==> src/inc/ppdb_params.svh <==
`ifndef PPDB_PARAMS_SVH
`define PPDB_PARAMS_SVH
// register offsets (byte addresses on the plain port)
`define PPDB_ADDR_W 4
`define PPDB_OFF_CTRL 4'h0
`define PPDB_OFF_WRITE_ADDRESS_FIELD 4'h4
`define PPDB_OFF_READ_ADDRESS_FIELD 4'h8
`define PPDB_OFF_RDIN 4'hc
`define PPDB_OFF_DIN 4'h0
// field positions
`define PPDB_DUAL_BIT 17
`define PPDB_CS1_BIT 14
`define PPDB_ADDR_MSB 10
`define PPDB_DATA_MSB 15
`define PPDB_WORD_MSB 31
`define PPDB_RESET_VAL 32'h0000_0000
`define PPDB_ZERO16 16'h0000
`define PPDB_ZERO11 11'h000
`endif

==> src/inc/ppdb_pkg.sv <==
package ppdb_pkg;
    typedef logic [31:0] ppdb_word_t;
    typedef logic [10:0] ppdb_addr_t;
    typedef logic [15:0] ppdb_data_t;
    typedef enum logic [1:0] {
        PPDB_IDLE = 2'b00,
        PPDB_WRITE = 2'b01,
        PPDB_READ = 2'b11
    } ppdb_cyc_t;
endpackage

==> src/logic/ppdb_regs.sv <==
// Function
// - the write and read address registers only steer the pins while dual-buffer mode is on.
// - write chip select 1 bit set drives chip select 1 on writes, cleared frees the pin as address line 14.
// - read chip select 1 bit set drives chip select 1 on reads, cleared selects address line 14.
// - the read input register holds a 16-bit field in bits 15:0 captured from port reads.
// - in dual-buffer mode read data is delivered only through the read input register.
// - outside dual-buffer mode read data goes to the ordinary data input register.
// - unimplemented bits of these registers read as zero.
// - every implemented field is software read/write and resets to zero.
//
// Our own choices: the register offsets and the plain strobed port.
`timescale 1ns/1ps
`include "ppdb_params.svh"
`default_nettype none
module ppdb_regs (
    input wire logic clk_i,
    input wire logic rst_b_i,
    input wire logic [`PPDB_ADDR_W-1:0] reg_addr_i,
    input wire ppdb_pkg::ppdb_word_t reg_wdata_i,
    input wire logic reg_wr_i,
    input wire logic reg_rd_i,
    output ppdb_pkg::ppdb_word_t reg_rdata_o,
    input wire logic dual_buffer_enable_i,
    input wire logic cyc_wr_i,
    input wire logic cyc_rd_i,
    input wire ppdb_pkg::ppdb_addr_t ctl_addr_i,
    input wire logic ctl_cs1_i,
    input wire ppdb_pkg::ppdb_data_t pin_data_i,
    output ppdb_pkg::ppdb_addr_t pin_addr_o,
    output logic pin_cs1_o,
    output logic address_line_fourteen_o,
    output ppdb_pkg::ppdb_data_t port_data_input_reg_o,
    output logic rd_done_o
);
    import ppdb_pkg::*;

    // ************************************************
    // reset release
    // ************************************************
    logic rst_s1_r, rst_b_r;
    always_ff @(posedge clk_i or negedge rst_b_i) begin
        if (!rst_b_i) begin
            rst_s1_r <= 1'b0;
            rst_b_r <= 1'b0;
        end else begin
            rst_s1_r <= 1'b1;
            rst_b_r <= rst_s1_r;
        end
    end

    // ************************************************
    // registers
    // ************************************************
    ppdb_addr_t write_address_field_r, read_address_field_r;
    logic write_chip_select_one_r, read_chip_select_one_r;
    ppdb_data_t rdin_r, din_r;
    ppdb_word_t reg_rdata_r;
    ppdb_cyc_t cyc_st_r;

    function automatic logic hit(input logic [`PPDB_ADDR_W-1:0] a,
        input logic [`PPDB_ADDR_W-1:0] o);
        hit = (a == o);
    endfunction

    always_ff @(posedge clk_i or negedge rst_b_r) begin
        if (!rst_b_r) begin
            write_address_field_r <= `PPDB_ZERO11;
            write_chip_select_one_r <= 1'b0;
            read_address_field_r <= `PPDB_ZERO11;
            read_chip_select_one_r <= 1'b0;
        end else if (reg_wr_i) begin
            if (hit(reg_addr_i, `PPDB_OFF_WRITE_ADDRESS_FIELD)) begin
                write_address_field_r <= reg_wdata_i[`PPDB_ADDR_MSB:0];
                write_chip_select_one_r <= reg_wdata_i[`PPDB_CS1_BIT];
            end
            if (hit(reg_addr_i, `PPDB_OFF_READ_ADDRESS_FIELD)) begin
                read_address_field_r <= reg_wdata_i[`PPDB_ADDR_MSB:0];
                read_chip_select_one_r <= reg_wdata_i[`PPDB_CS1_BIT];
            end
        end
    end

    // read data capture: hardware capture wins over a software write
    always_ff @(posedge clk_i or negedge rst_b_r) begin
        if (!rst_b_r) begin
            rdin_r <= `PPDB_ZERO16;
        end else if (cyc_rd_i && dual_buffer_enable_i) begin
            rdin_r <= pin_data_i;
        end else if (reg_wr_i && hit(reg_addr_i, `PPDB_OFF_RDIN)) begin
            rdin_r <= reg_wdata_i[`PPDB_DATA_MSB:0];
        end
    end

    always_ff @(posedge clk_i or negedge rst_b_r) begin
        if (!rst_b_r) begin
            din_r <= `PPDB_ZERO16;
        end else if (cyc_rd_i && !dual_buffer_enable_i) begin
            din_r <= pin_data_i;
        end
    end

    always_ff @(posedge clk_i or negedge rst_b_r) begin
        if (!rst_b_r) begin
            reg_rdata_r <= `PPDB_RESET_VAL;
        end else if (reg_rd_i) begin
            reg_rdata_r <= `PPDB_RESET_VAL;
            if (hit(reg_addr_i, `PPDB_OFF_WRITE_ADDRESS_FIELD)) begin
                reg_rdata_r[`PPDB_ADDR_MSB:0] <= write_address_field_r;
                reg_rdata_r[`PPDB_CS1_BIT] <= write_chip_select_one_r;
            end else if (hit(reg_addr_i, `PPDB_OFF_READ_ADDRESS_FIELD)) begin
                reg_rdata_r[`PPDB_ADDR_MSB:0] <= read_address_field_r;
                reg_rdata_r[`PPDB_CS1_BIT] <= read_chip_select_one_r;
            end else if (hit(reg_addr_i, `PPDB_OFF_RDIN)) begin
                reg_rdata_r[`PPDB_DATA_MSB:0] <= rdin_r;
            end
        end else begin
            reg_rdata_r <= `PPDB_RESET_VAL;
        end
    end
    assign reg_rdata_o = reg_rdata_r;
    assign port_data_input_reg_o = din_r;

    // ************************************************
    // pin drive
    // ************************************************
    ppdb_addr_t pin_addr_r;
    logic pin_cs1_r, a14_r, rd_done_r;
    always_ff @(posedge clk_i or negedge rst_b_r) begin
        if (!rst_b_r) begin
            cyc_st_r <= PPDB_IDLE;
            pin_addr_r <= `PPDB_ZERO11;
            pin_cs1_r <= 1'b0;
            a14_r <= 1'b0;
            rd_done_r <= 1'b0;
        end else begin
            rd_done_r <= cyc_rd_i;
            if (cyc_wr_i && dual_buffer_enable_i) begin
                cyc_st_r <= PPDB_WRITE;
                pin_addr_r <= write_address_field_r;
                pin_cs1_r <= write_chip_select_one_r;
                a14_r <= !write_chip_select_one_r;
            end else if (cyc_rd_i && dual_buffer_enable_i) begin
                cyc_st_r <= PPDB_READ;
                pin_addr_r <= read_address_field_r;
                pin_cs1_r <= read_chip_select_one_r;
                a14_r <= !read_chip_select_one_r;
            end else if (cyc_wr_i || cyc_rd_i) begin
                cyc_st_r <= cyc_wr_i ? PPDB_WRITE : PPDB_READ;
                pin_addr_r <= ctl_addr_i;
                pin_cs1_r <= ctl_cs1_i;
                a14_r <= !ctl_cs1_i;
            end else begin
                cyc_st_r <= PPDB_IDLE;
            end
        end
    end
    assign pin_addr_o = pin_addr_r;
    assign pin_cs1_o = pin_cs1_r;
    assign address_line_fourteen_o = a14_r;
    assign rd_done_o = rd_done_r;

    // ************************************************
    // checks
    // ************************************************
    wr_cs_a: assert property (@(posedge clk_i) disable iff (!rst_b_r)
        cyc_wr_i && dual_buffer_enable_i |=> pin_cs1_o == $past(write_chip_select_one_r) && address_line_fourteen_o != pin_cs1_o)
        else $error("write chip select wrong");
    rd_cs_a: assert property (@(posedge clk_i) disable iff (!rst_b_r)
        !cyc_wr_i && cyc_rd_i && dual_buffer_enable_i |=> pin_cs1_o == $past(read_chip_select_one_r))
        else $error("read chip select wrong");
    wr_addr_a: assert property (@(posedge clk_i) disable iff (!rst_b_r)
        cyc_wr_i && dual_buffer_enable_i |=> pin_addr_o == $past(write_address_field_r))
        else $error("write address wrong");
    plain_addr_a: assert property (@(posedge clk_i) disable iff (!rst_b_r)
        (cyc_wr_i || cyc_rd_i) && !dual_buffer_enable_i |=> pin_addr_o == $past(ctl_addr_i))
        else $error("address used outside dual mode");
    rdin_cap_a: assert property (@(posedge clk_i) disable iff (!rst_b_r)
        cyc_rd_i && dual_buffer_enable_i |=> rdin_r == $past(pin_data_i))
        else $error("read input not captured");
    din_keep_a: assert property (@(posedge clk_i) disable iff (!rst_b_r)
        cyc_rd_i && dual_buffer_enable_i |=> $stable(din_r))
        else $error("data input touched in dual mode");
    rdin_keep_a: assert property (@(posedge clk_i) disable iff (!rst_b_r)
        cyc_rd_i && !dual_buffer_enable_i
        |=> din_r == $past(pin_data_i) && ($stable(rdin_r) || $past(reg_wr_i)))
        else $error("read input touched in plain mode");
    zero_hi_a: assert property (@(posedge clk_i) disable iff (!rst_b_r)
        reg_rd_i |=> reg_rdata_o[`PPDB_WORD_MSB:`PPDB_DATA_MSB+1] == `PPDB_ZERO16)
        else $error("upper bits not zero");
    zero_mid_a: assert property (@(posedge clk_i) disable iff (!rst_b_r)
        reg_rd_i && reg_addr_i != `PPDB_OFF_RDIN
        |=> !reg_rdata_o[`PPDB_DATA_MSB] && reg_rdata_o[`PPDB_CS1_BIT-1:`PPDB_ADDR_MSB+1] == '0)
        else $error("unused address bits not zero");
    wr_back_a: assert property (@(posedge clk_i) disable iff (!rst_b_r)
        reg_wr_i && reg_addr_i == `PPDB_OFF_WRITE_ADDRESS_FIELD ##1 reg_rd_i && reg_addr_i == `PPDB_OFF_WRITE_ADDRESS_FIELD
        |=> reg_rdata_o[`PPDB_ADDR_MSB:0] == $past(reg_wdata_i[`PPDB_ADDR_MSB:0], 2))
        else $error("write address readback wrong");
    rdin_wr_a: assert property (@(posedge clk_i) disable iff (!rst_b_r)
        reg_wr_i && reg_addr_i == `PPDB_OFF_RDIN && !(cyc_rd_i && dual_buffer_enable_i)
        |=> rdin_r == $past(reg_wdata_i[`PPDB_DATA_MSB:0]))
        else $error("read input write lost");
    rd_addr_a: assert property (@(posedge clk_i) disable iff (!rst_b_r)
        !cyc_wr_i && cyc_rd_i && dual_buffer_enable_i |=> pin_addr_o == $past(read_address_field_r))
        else $error("read address wrong");
    plain_cs_a: assert property (@(posedge clk_i) disable iff (!rst_b_r)
        (cyc_wr_i || cyc_rd_i) && !dual_buffer_enable_i |=> pin_cs1_o == $past(ctl_cs1_i))
        else $error("chip select used outside dual mode");
    a14_excl_a: assert property (@(posedge clk_i) disable iff (!rst_b_r)
        cyc_wr_i || cyc_rd_i |=> address_line_fourteen_o != pin_cs1_o)
        else $error("chip select and address line clash");
    pins_hold_a: assert property (@(posedge clk_i) disable iff (!rst_b_r)
        !cyc_wr_i && !cyc_rd_i |=> $stable(pin_addr_o) && $stable(pin_cs1_o))
        else $error("pins moved without a cycle");
    rdata_idle_a: assert property (@(posedge clk_i) disable iff (!rst_b_r)
        !reg_rd_i |=> reg_rdata_o == `PPDB_RESET_VAL)
        else $error("read data not zero when idle");
    rd_done_a: assert property (@(posedge clk_i) disable iff (!rst_b_r)
        cyc_rd_i |=> rd_done_o)
        else $error("read done missing");

    // ************************************************
    // covers
    // ************************************************
    dual_wr_c: cover property (@(posedge clk_i) cyc_wr_i && dual_buffer_enable_i);
    dual_rd_c: cover property (@(posedge clk_i) cyc_rd_i && dual_buffer_enable_i);
    plain_rd_c: cover property (@(posedge clk_i) cyc_rd_i && !dual_buffer_enable_i);
    wr_rd_c: cover property (@(posedge clk_i) reg_wr_i ##1 reg_rd_i);
    wr_idle_c: cover property (@(posedge clk_i) cyc_st_r == PPDB_WRITE ##1 cyc_st_r == PPDB_IDLE);
endmodule
`default_nettype wire

==> config.mk <==
export PLATFORM = sky130hd
export DESIGN_NAME = ppdb_regs
export DESIGN_NICKNAME = d
export VERILOG_FILES = /design/src/inc/ppdb_pkg.sv /design/src/logic/ppdb_regs.sv
export VERILOG_INCLUDE_DIRS = /design/src /design/src/inc
export SDC_FILE = /design/constraint.sdc
export NUM_CORES = 1
export LEC_CHECK = 0
export BUFFER_PORTS_ARGS = -buffer_cell sky130_fd_sc_hd__buf_4
export CAP_MARGIN = 20
export CORE_UTILIZATION = 50
export DETAILED_ROUTE_END_ITERATION = 8
export PLACE_DENSITY = 0.79
export SLEW_MARGIN = 25
export SYNTH_ARGS = -nofsm -noshare
export SYNTH_HDL_FRONTEND = slang
export SYNTH_SLANG_ARGS = --single-unit
==> constraint.sdc <==
create_clock -name clk_i -period 3.2 [get_ports clk_i]
set_input_delay 0.8 -clock clk_i [delete_from_list [all_inputs] [get_ports clk_i]]
set_output_delay 0.8 -clock clk_i [all_outputs]
set_load 0.05 [all_outputs]
==> results of run 1 <==
==> area by class of cell <==
cell class / instances / area share, %
Multi-Input combinational cell: 222 / 31.75
Tap cell: 99 / 2.525
Timing Repair Buffer: 106 / 16.63
Sequential cell: 88 / 44.96
Clock buffer: 9 / 2.525
Clock inverter: 7 / 1.607
==> per-stage QoR <==
stage / hold slack (ns) / utilization (%) / area (um^2) / instances / total power (uW)
6_report: 0.2025 / 65.88 / 4906 / 531 / 2905
5_1_grt: 0.1852 / 65.88 / 4906 / 531 / 3035
4_1_cts: 0.1903 / 65.88 / 4906 / 531 / 2925
3_5_place_dp: 0.3256 / 63.16 / 4703 / 515 / 2141
3_3_place_gp: 0.3390 / 62.79 / 4676 / 514 / 2104
2_1_floorplan: 0.3312 / - / 3990 / 352 / 1905
==> flip-flops by register name (all words and copies together), names as in the netlist, 11 cells and up <==
register and flops:
rdin_r 16, read_address_field_r 11, pin_addr_o 11, write_address_field_r 11, reg_rdata_o 16, port_data_input_reg_o 16
==> how the worst min path moves through the flow <==
stage                         from                       end  slack (ns)
final                      rst_b_i                   rst_b_r        0.20
after global routing       rst_b_i                  rst_s1_r        0.19
after CTS                  rst_b_i                   rst_b_r        0.19
after detailed placement   rst_b_r  port_data_input_reg_o[8]        0.33
after global placement    rst_s1_r                   rst_b_r        0.34
after floorplan           rst_s1_r                   rst_b_r        0.33
==> power by group through the flow <==
stage | Combinational, uW | Sequential [uW] | Clock, uW
final | 733 | 1390 | 785
after global routing | 777 | 1410 | 851
after CTS | 736 | 1390 | 804
after detailed placement | 734 | 1410 | 0
after global placement | 702 | 1400 | 0
after floorplan | 308 | 1600 | 0
==> cell usage in the layout, fill, tap and decap left out, drive strengths merged <==
cell    Yosys  layout
a211oi     12      12
a21o       12      12
a21oi      12      12
a31oi      16      16
and2        1       1
and3        4       4
buf        28     106
bufinv      0       1
clkbuf     14       9
clkinv      0       3
conb        2      17
dfrtp      88      88
inv         0       3
mux2       40      40
mux2i      12      12
nand2       2       2
nand2b      1       1
nand3      16      16
nand3b      2       2
nor2       42      42
nor3        1       1
nor3b       2       2
o21ai      16      16
o221ai     12      12
or3b        1       1
or4b        1       1
==> metal layers <==
metal	track usage [%]	routed length (um)	up-vias
met5	0	0	-
met4	10.08	119	0
met3	5.303	693	10
met2	34.97	4322	118
met1	33.00	4056	1455
li1	-	-	1356
==> cells by family after synthesis <==
family / count (synthesis) / share of synthesized area [%]
AND/OR/NAND/NOR: 73 / 9.033
other: 2 / 0.1909
AO/OA/AOI/OAI: 80 / 13.36
flip-flops: 88 / 55.98
buffers and inverters: 42 / 5.980
multiplexers: 52 / 15.46
==> critical path: cells and delay by family <==
kind	cells	cell delay [ns]
buffers and inverters	1	0.13
muxes	1	0.45
and+or+nand+nor	2	1.07
==> impl_metrics.env, run 1 <==
export IMPL_initial_antenna_violation_count=0
export IMPL_drive_above_1_share_pct=36.34
export IMPL_placement_rows=31
export IMPL_wire_length_after_detailed_routing_um=9190
export IMPL_count_of_synthesis_stage_warnings_from_yosys=0
export IMPL_detail_route_iter0_violations=280
export IMPL_number_of_filler_instances_in_the_final_layout=612
export IMPL_outcome="finished clean"
export IMPL_wl_per_cell_um=17.31
export IMPL_setup_tns_ns=0
export IMPL_fp_dieH_um=90.70
export IMPL_timing_hold_violations_final=0
export IMPL_seqPwrFrac_pct=47.7
export IMPL_groute_usage_overall_pct=23.50
export IMPL_synth_edf_count=0
export IMPL_slew_limit_headroom_pct=40.38
export IMPL_finish_stage_setup_viols=0
export IMPL_leakage_uw=0.002385
export IMPL_pin_count_of_the_biggest_net_entering_global_routing=49
export IMPL_grt_overflow_total=0
export IMPL_tightestPinTransition_ns=0.8922
export IMPL_top_level_ports=133
export IMPL_yosys_cell_count_top_type="sky130_fd_sc_hd__dfrtp_1"
export IMPL_drcViolationCount=0
export IMPL_max_clock_freq_ghz=0.4517
export IMPL_io_buffer_count=100
export IMPL_die_area_um2=8226
export IMPL_layout_nets=498
export IMPL_period_needed_ns=2.214
export IMPL_vias=2939
export IMPL_finalWeightedCongestion=0.7933
export IMPL_synthesis_instances=337
export IMPL_max_cap_violations=0
export IMPL_dp_hpwl_um=6291
export IMPL_clock_latency_on_the_worst_skew_pair_ns=0.36
export IMPL_floorplan_initialDensity_pct=52.82
export IMPL_internal_power_uw=1927
export IMPL_antenna_violating_nets_post_route=0
export IMPL_final_critical_path_setup_slack_ns=0.9860
export IMPL_die_width_um=90.70
export IMPL_startpoint_to_endpoint_class_of_the_critical_path="in -> reg"
export IMPL_dp_worst_setup_slack_ns=0.6187
export IMPL_cpMaxStageDelayCell="sky130_fd_sc_hd__nor3b_4"
export IMPL_required_time_of_the_worst_setup_path_ns=3.45
export IMPL_slowest_delay_ns=0.54
export IMPL_reg2reg_setup_slack_ns=2.18
export IMPL_htree_num_levels=3
export IMPL_synth_largest_type_area_fraction_pct=55.98
export IMPL_drt_pass1_iterations=5
export IMPL_p_sw_uw=978.5
export IMPL_core_area_um2=7447
export IMPL_ys_dominant_reg_cell="sky130_fd_sc_hd__dfrtp_1"
export IMPL_postcts_resize_cnt=0
export IMPL_synth_top_cells_by_count="sky130_fd_sc_hd__dfrtp_1, sky130_fd_sc_hd__nor2_1, sky130_fd_sc_hd__mux2_2, sky130_fd_sc_hd__buf_4"
export IMPL_first_global_vias=2976
export IMPL_crit_path_start_kind="primary input"
export IMPL_switching_share_pct=33.68
export IMPL_cp_data_arrival_time_ns=2.46
export IMPL_cts_tree="yes"
export IMPL_power_density_nw_per_um2=592.2
export IMPL_numCtsBuffers=9
export IMPL_critical_path_startpoint="reg_addr_i[1]"
export IMPL_hold_buffers=0
export IMPL_rsz0062_at_grt="false"
export IMPL_worst_r2r_endpoint="address_line_fourteen_o"
export IMPL_cts_setup_buffers=0
export IMPL_share_of_the_clock_period_used_by_the_worst_path_pct=69.19
export IMPL_crit_fanout=12
export IMPL_number_of_sinks_on_the_clock_net=88
export IMPL_seq_area_frac_synth_pct=55.98
export IMPL_drv_slew=0
export IMPL_worst_clock_skew_ns=0.008503
export IMPL_grt_pass1_wl_um=15090
export IMPL_yosys_cell_types_count=27
export IMPL_endpoint_kind="flop"
export IMPL_drt_vias_per_instance=5.535
export IMPL_synth_avg_cell_area_um2=11.67
export IMPL_comb_power_share_pct=25.2
export IMPL_insertedDiodeCount=0
export IMPL_synth_top_cells_by_area="sky130_fd_sc_hd__dfrtp_1, sky130_fd_sc_hd__mux2_2, sky130_fd_sc_hd__nor2_1"
export IMPL_worstPathCellList="buf_4, nor3b_4, nand3b_2, mux2_4"
export IMPL_max_vdd_ir_drop_v=0.0003155
export IMPL_storage_element_area_um2=2206
export IMPL_area_delta_synth_final_pct=24.71
export IMPL_synthArstFlopShare_pct=100.0
export IMPL_synth_area_leader_cell="sky130_fd_sc_hd__dfrtp_1"
export IMPL_worst_setup_hold_path_clk_slew_ns=0.09
export IMPL_cts_root_to_sink_buffers=2
export IMPL_ys_seq_elements=88
export IMPL_hp_class="in -> async"
export IMPL_beginning_of_the_worst_register_to_register_path="write_chip_select_one_r"
export IMPL_multi_input_area_um2=1558
export IMPL_power_share_clock_pct=27.0
export IMPL_netlist_area_um2=3934
export IMPL_cts_root_buffer_cell="sky130_fd_sc_hd__clkbuf_8"
export IMPL_worst_r2r_path_depth=3
export IMPL_crit_path_end="read_address_field_r[6]"
(Power assumes the default switching activity.)
==> run 2: changes to the inputs <==
==> constraint.sdc (replaced) <==
create_clock -name clk_i -period 2.3 [get_ports clk_i]
set_input_delay 0.575 -clock clk_i [delete_from_list [all_inputs] [get_ports clk_i]]
set_output_delay 0.575 -clock clk_i [all_outputs]
set_load 0.05 [all_outputs]
==> run 2 against run 1 <==
Against the previous run: total power rose by 43%; final cell count rose by 0.75%; register-to-register slack got worse by 0.89 ns; sequential share of layout area fell by 0.48 points; critical path depth rose by 1; critical endpoint is now write_address_field_r[9]; clock skew rose by 0.0015 ns; critical path type unchanged; non-clock buffer count rose by 4; count of clock-buffer cells in the layout rose by 2; sequential power rose by 38%; largest power group unchanged.
==> impl_metrics.env, run 2 (synthesis gave the netlist of run 1 again) <==
export IMPL_outcome="finished clean"
export IMPL_worst_clock_skew_ns=0.01001
export IMPL_cts_setup_buffers=0
export IMPL_reg2reg_setup_slack_ns=1.29
export IMPL_floorplan_initialDensity_pct=52.82
export IMPL_insertedDiodeCount=0
export IMPL_core_area_um2=7447
export IMPL_die_area_um2=8226
export IMPL_number_of_sinks_on_the_clock_net=88
export IMPL_numCtsBuffers=9
export IMPL_most_common_layout_cells="sky130_fd_sc_hd__buf_4, sky130_fd_sc_hd__dfrtp_1, sky130_fd_sc_hd__nor2_1"
export IMPL_io_buffer_count=100
export IMPL_power_share_clock_pct=29.1
export IMPL_max_vdd_ir_drop_v=0.0004916
export IMPL_antenna_violating_nets_post_route=0
export IMPL_slew_limit_headroom_pct=66.64
export IMPL_share_of_the_clock_period_used_by_the_worst_path_pct=73.44
export IMPL_worst_r2r_path_depth=3
export IMPL_tightestPinTransition_ns=0.4978
export IMPL_cts_root_buffer_cell="sky130_fd_sc_hd__clkbuf_8"
export IMPL_p_sw_uw=1324
export IMPL_area_delta_synth_final_pct=26.05
export IMPL_vias=2967
export IMPL_startpoint_to_endpoint_class_of_the_critical_path="in -> reg"
export IMPL_power_density_nw_per_um2=839.5
export IMPL_dp_worst_setup_slack_ns=0.2435
export IMPL_switching_share_pct=31.81
export IMPL_cts_tree="yes"
export IMPL_worst_setup_hold_path_clk_slew_ns=0.08
export IMPL_worst_r2r_endpoint="pin_addr_o[10]"
export IMPL_placement_rows=31
export IMPL_die_width_um=90.70
export IMPL_grt_overflow_total=0
export IMPL_crit_path_start_kind="primary input"
export IMPL_final_critical_path_setup_slack_ns=0.6109
export IMPL_fp_dieH_um=90.70
export IMPL_leakage_uw=0.002415
export IMPL_drcViolationCount=0
export IMPL_clock_latency_on_the_worst_skew_pair_ns=0.35
export IMPL_hp_class="reg -> async"
export IMPL_wire_length_after_detailed_routing_um=9062
export IMPL_timing_hold_violations_final=0
export IMPL_drt_pass1_iterations=5
export IMPL_pin_count_of_the_biggest_net_entering_global_routing=87
export IMPL_endpoint_kind="flop"
export IMPL_cts_root_to_sink_buffers=2
export IMPL_cp_data_arrival_time_ns=1.92
export IMPL_drt_vias_per_instance=5.546
export IMPL_crit_fanout=12
export IMPL_groute_usage_overall_pct=22.88
export IMPL_setup_tns_ns=0
export IMPL_grt_pass1_wl_um=14770
export IMPL_max_cap_violations=0
export IMPL_layout_commonest_cell="sky130_fd_sc_hd__buf_4"
export IMPL_beginning_of_the_worst_register_to_register_path="read_address_field_r[10]"
export IMPL_top_level_ports=133
export IMPL_comb_power_share_pct=24.8
export IMPL_htree_num_levels=3
export IMPL_detail_route_iter0_violations=265
export IMPL_seqPwrFrac_pct=46.0
export IMPL_required_time_of_the_worst_setup_path_ns=2.53
export IMPL_finalWeightedCongestion=0.8112
export IMPL_rsz0062_at_grt="false"
export IMPL_dp_hpwl_um=6224
export IMPL_initial_antenna_violation_count=0
export IMPL_first_global_vias=2967
export IMPL_period_needed_ns=1.689
export IMPL_internal_power_uw=2838
export IMPL_drive_above_1_share_pct=36.70
export IMPL_max_clock_freq_ghz=0.5920
export IMPL_finish_stage_setup_viols=0
export IMPL_drv_slew=0
export IMPL_wl_per_cell_um=16.94
export IMPL_layout_nets=502
==> run 2: cell count changes in the layout (fill, tap and decap cells not counted) <==
| cell | delta |
|---|---|
| sky130_fd_sc_hd__buf_4 | +3 |
| sky130_fd_sc_hd__inv_6 | -3 |
| sky130_fd_sc_hd__clkbuf_8 | +2 |
| sky130_fd_sc_hd__buf_12 | +1 |
| sky130_fd_sc_hd__buf_16 | -1 |
| sky130_fd_sc_hd__bufinv_16 | +1 |
| sky130_fd_sc_hd__clkinv_2 | +1 |
| sky130_fd_sc_hd__clkinv_4 | -1 |
| sky130_fd_sc_hd__dlygate4sd3_1 | +1 |
==> run 2: timing repair <==
| item | CTS | global route |
|---|---|---|
| resized for setup | 0 | 0 |
| hold buffers | 1 | 0 |
| endpoints found under the hold margin | 2 | 0 |
==> run 2: cell type report <==
class	count	area (um^2)
clock buffers	11	151.4
clock inverters	5	78.83
fillers	620	2489
multi-input cells	222	1558
flip-flops and latches	88	2206
well taps	99	123.9
repair buffers	110	840.8
==> run 2: how the worst max path moves through the flow <==
stage,startpoint,end,slack (ns),cells past startpoint
2_1_floorplan,reg_addr_i[3],reg_rdata_o[10],0.58,5
3_3_place_gp,reg_addr_i[1],write_address_field_r[7],0.26,5
3_5_place_dp,reg_addr_i[1],write_address_field_r[5],0.24,5
4_1_cts,reg_addr_i[1],write_address_field_r[9],0.62,5
5_1_grt,reg_addr_i[1],write_address_field_r[9],0.54,5
6_report,reg_addr_i[1],write_address_field_r[9],0.61,5
==> run 2: power groups by stage <==
stage	Clock (uW)	Sequential [uW]	Combinational (uW)
floorplan	0	2220	429
global placement	0	1920	1010
detailed placement	0	1950	1030
CTS	1240	1910	1040
global route	1290	1940	1100
finish	1210	1920	1030
==> run 2: worst max-delay path, stage by stage <==
cell,delay [ns]
sky130_fd_sc_hd__buf_4,0.13
sky130_fd_sc_hd__nor3b_4,0.25
sky130_fd_sc_hd__buf_4,0.21
sky130_fd_sc_hd__nand3b_2,0.32
sky130_fd_sc_hd__mux2_1,0.43
==> run 2: stage by stage <==
| stage | total power, uW | instance area, um^2 | hold slack, ns | utilization (%) | std cells |
|---|---|---|---|---|---|
| floorplan | 2650 | 3991 | 0.2794 | - | 352 |
| global placement | 2935 | 4718 | 0.3381 | 63.36 | 518 |
| detailed placement | 2979 | 4718 | 0.3450 | 63.36 | 518 |
| CTS | 4188 | 4959 | 0.3477 | 66.58 | 535 |
| global route | 4329 | 4959 | 0.3520 | 66.58 | 535 |
| finish | 4163 | 4959 | 0.3455 | 66.58 | 535 |
==> run 2: routing by layer <==
layer / share of wire (%) / track usage [%]
met2: 46 / 34.22
met5: 0 / 0
met4: 1.5 / 10.08
met3: 6.9 / 4.798
met1: 46 / 32.14
==> run 3: changes to the inputs <==
--- a/config.mk
+++ b/config.mk
@@ -8,9 +8,9 @@
 export LEC_CHECK = 0
 export BUFFER_PORTS_ARGS = -buffer_cell sky130_fd_sc_hd__buf_4
 export CAP_MARGIN = 20
-export CORE_UTILIZATION = 50
+export CORE_UTILIZATION = 45
 export DETAILED_ROUTE_END_ITERATION = 8
-export PLACE_DENSITY = 0.79
+export PLACE_DENSITY = 0.76
 export SLEW_MARGIN = 25
 export SYNTH_ARGS = -nofsm -noshare
 export SYNTH_HDL_FRONTEND = slang
==> constraint.sdc (replaced) <==
create_clock -name clk_i -period 1.5 [get_ports clk_i]
set_input_delay 0.375 -clock clk_i [delete_from_list [all_inputs] [get_ports clk_i]]
set_output_delay 0.375 -clock clk_i [all_outputs]
set_load 0.05 [all_outputs]
==> run 3 against run 2 <==
Against the previous run: final cell count grew 3.6%; global-route usage is 0.80 points lower; non-clock buffer count is 13 higher; utilization fell by 4.6 points; die area rose by 11%; cell area increased by 4.3%; flip-flop and latch count unchanged; via count is 1.2% higher; routed wire length increased by 3.4%; register-to-register slack got worse by 0.79 ns; largest cell class unchanged.
==> impl_metrics.env, run 3 (synthesis gave the netlist of run 1 again) <==
export IMPL_endpoint_kind="output port"
export IMPL_vias=3004
export IMPL_share_of_the_clock_period_used_by_the_worst_path_pct=88.64
export IMPL_worstPathCellList="buf_4"
export IMPL_rsz0062_at_grt="false"
export IMPL_finish_stage_setup_viols=0
export IMPL_critical_path_buf_inv_count=1
export IMPL_max_cap_violations=0
export IMPL_io_buffer_count=100
export IMPL_layout_nets=515
export IMPL_timing_hold_violations_final=0
export IMPL_hold_ws_ns=0.1708
export IMPL_wl_per_cell_um=16.91
export IMPL_report_power_total_uw=6577
export IMPL_stdcell_area_um2=5174
export IMPL_number_of_filler_instances_in_the_final_layout=667
export IMPL_drt_pass1_iterations=5
export IMPL_top_level_ports=133
export IMPL_most_common_layout_cells="sky130_fd_sc_hd__buf_4, sky130_fd_sc_hd__dfrtp_1, sky130_fd_sc_hd__nor2_1"
export IMPL_area_delta_synth_final_pct=31.52
export IMPL_cts_root_to_sink_buffers=2
export IMPL_wire_length_after_detailed_routing_um=9367
export IMPL_grt_pass1_wl_um=15010
export IMPL_drive_above_1_share_pct=38.75
export IMPL_postcts_resize_cnt=0
export IMPL_cts_root_buffer_cell="sky130_fd_sc_hd__clkbuf_8"
export IMPL_drt_vias_per_instance=5.422
export IMPL_placement_rows=33
export IMPL_drcViolationCount=0
export IMPL_hp_class="in -> reg"
export IMPL_worst_setup_hold_path_clk_slew_ns=0.10
export IMPL_first_global_vias=2977
export IMPL_drv_slew=0
export IMPL_numCtsBuffers=9
export IMPL_multi_input_area_um2=1562
export IMPL_fp_dieH_um=95.50
export IMPL_power_density_nw_per_um2=1271
export IMPL_grt_overflow_total=0
export IMPL_final_cells=554
export IMPL_dp_hpwl_um=6708
export IMPL_dpl_instance_area_um2=4915
export IMPL_die_area_um2=9119
export IMPL_cp_data_arrival_time_ns=0.95
export IMPL_insertedDiodeCount=0
export IMPL_crit_fanout=2
export IMPL_number_of_sinks_on_the_clock_net=88
export IMPL_storage_element_area_um2=2206
export IMPL_die_width_um=95.50
export IMPL_antenna_violating_nets_post_route=0
export IMPL_max_clock_freq_ghz=0.7521
export IMPL_startpoint_to_endpoint_class_of_the_critical_path="reg -> out"
export IMPL_leakage_uw=0.002519
export IMPL_initial_antenna_violation_count=0
export IMPL_setup_tns_ns=0
export IMPL_critical_path_top_delay_family="flip-flops"
export IMPL_htree_num_levels=3
export IMPL_crit_path_start_kind="flop"
export IMPL_cpMaxStageDelayCell="sky130_fd_sc_hd__dfrtp_1"
export IMPL_detail_route_iter0_violations=108
export IMPL_slowest_delay_ns=0.40
export IMPL_clock_latency_on_the_worst_skew_pair_ns=0.36
export IMPL_finalWeightedCongestion=0.8195
export IMPL_worst_clock_skew_ns=0.01587
export IMPL_layout_commonest_cell="sky130_fd_sc_hd__buf_4"
export IMPL_period_needed_ns=1.330
export IMPL_groute_usage_overall_pct=22.08
export IMPL_max_vdd_ir_drop_v=0.0006594
export IMPL_required_time_of_the_worst_setup_path_ns=1.12
export IMPL_outcome="finished clean"
export IMPL_floorplan_initialDensity_pct=47.16
export IMPL_core_area_um2=8341
export IMPL_placed_cells_incl_taps=537
export IMPL_cts_tree="yes"
export IMPL_pin_count_of_the_biggest_net_entering_global_routing=33
-- run 3: where the power goes --
| group | switching [uW] | total, uW | internal (uW) |
|---|---|---|---|
| logic | 971 | 1620 | 651 |
| registers | 238 | 2950 | 2710 |
| clock network | 881 | 2000 | 1120 |
| total | 2090 | 6580 | 4490 |
-- run 3: worst register-to-register path, delay by kind of cell, from the launching register on --
kind | cells | cell delay [ns]
flip-flops | 1 | 0.39
AND/OR/NAND/NOR | 1 | 0.09
multiplexers | 1 | 0.09
AO/OA/AOI/OAI | 1 | 0.32
-- run 3: final timing paths --
check                      depth (start not counted)               startpoint  slack [ns]                        end
max in group asynchronous                          1                  rst_b_r        0.78                 rdin_r[11]
hold reg to reg                                    0                  rst_b_r        0.23  port_data_input_reg_o[15]
min in group asynchronous                          0                  rst_b_r        0.23  port_data_input_reg_o[15]
setup / recovery                                   1            pin_addr_o[5]        0.17              pin_addr_o[5]
setup reg to reg                                   3  write_chip_select_one_r        0.50    address_line_fourteen_o
hold / removal                                     1                 cyc_rd_i        0.17                  rd_done_o
-- run 3: per-stage QoR --
step | setup WS (ns) | util, %
2_1_floorplan | 0.01456 | -
3_3_place_gp | -0.06262 | 58.93
3_5_place_dp | -0.08914 | 58.93
4_1_cts | 0.1548 | 62.03
5_1_grt | 0.1358 | 62.03
6_report | 0.1704 | 62.03
-- run 3: routing by layer --
| layer | GRT usage [%] | routed length (um) | up-vias |
|---|---|---|---|
| met2 | 34.58 | 4353 | 140 |
| li1 | - | - | 1397 |
| met1 | 30.24 | 4188 | 1454 |
| met5 | 0 | 0 | - |
| met4 | 8.831 | 167 | 0 |
| met3 | 4.226 | 657 | 13 |
-- run 3: cell type report --
cell class,count,area share [%]
sequential,88,42.64
clock buffer,9,2.394
tap,105,2.539
clock inverter,7,2.418
multi-input combinational,222,30.18
timing repair buffer,123,19.83
-- run 3: timing repair --
| action | CTS | global route |
|---|---|---|
| hold buffers | 1 | 0 |
| setup buffers | 0 | 0 |
| hold endpoints to repair | 2 | 0 |
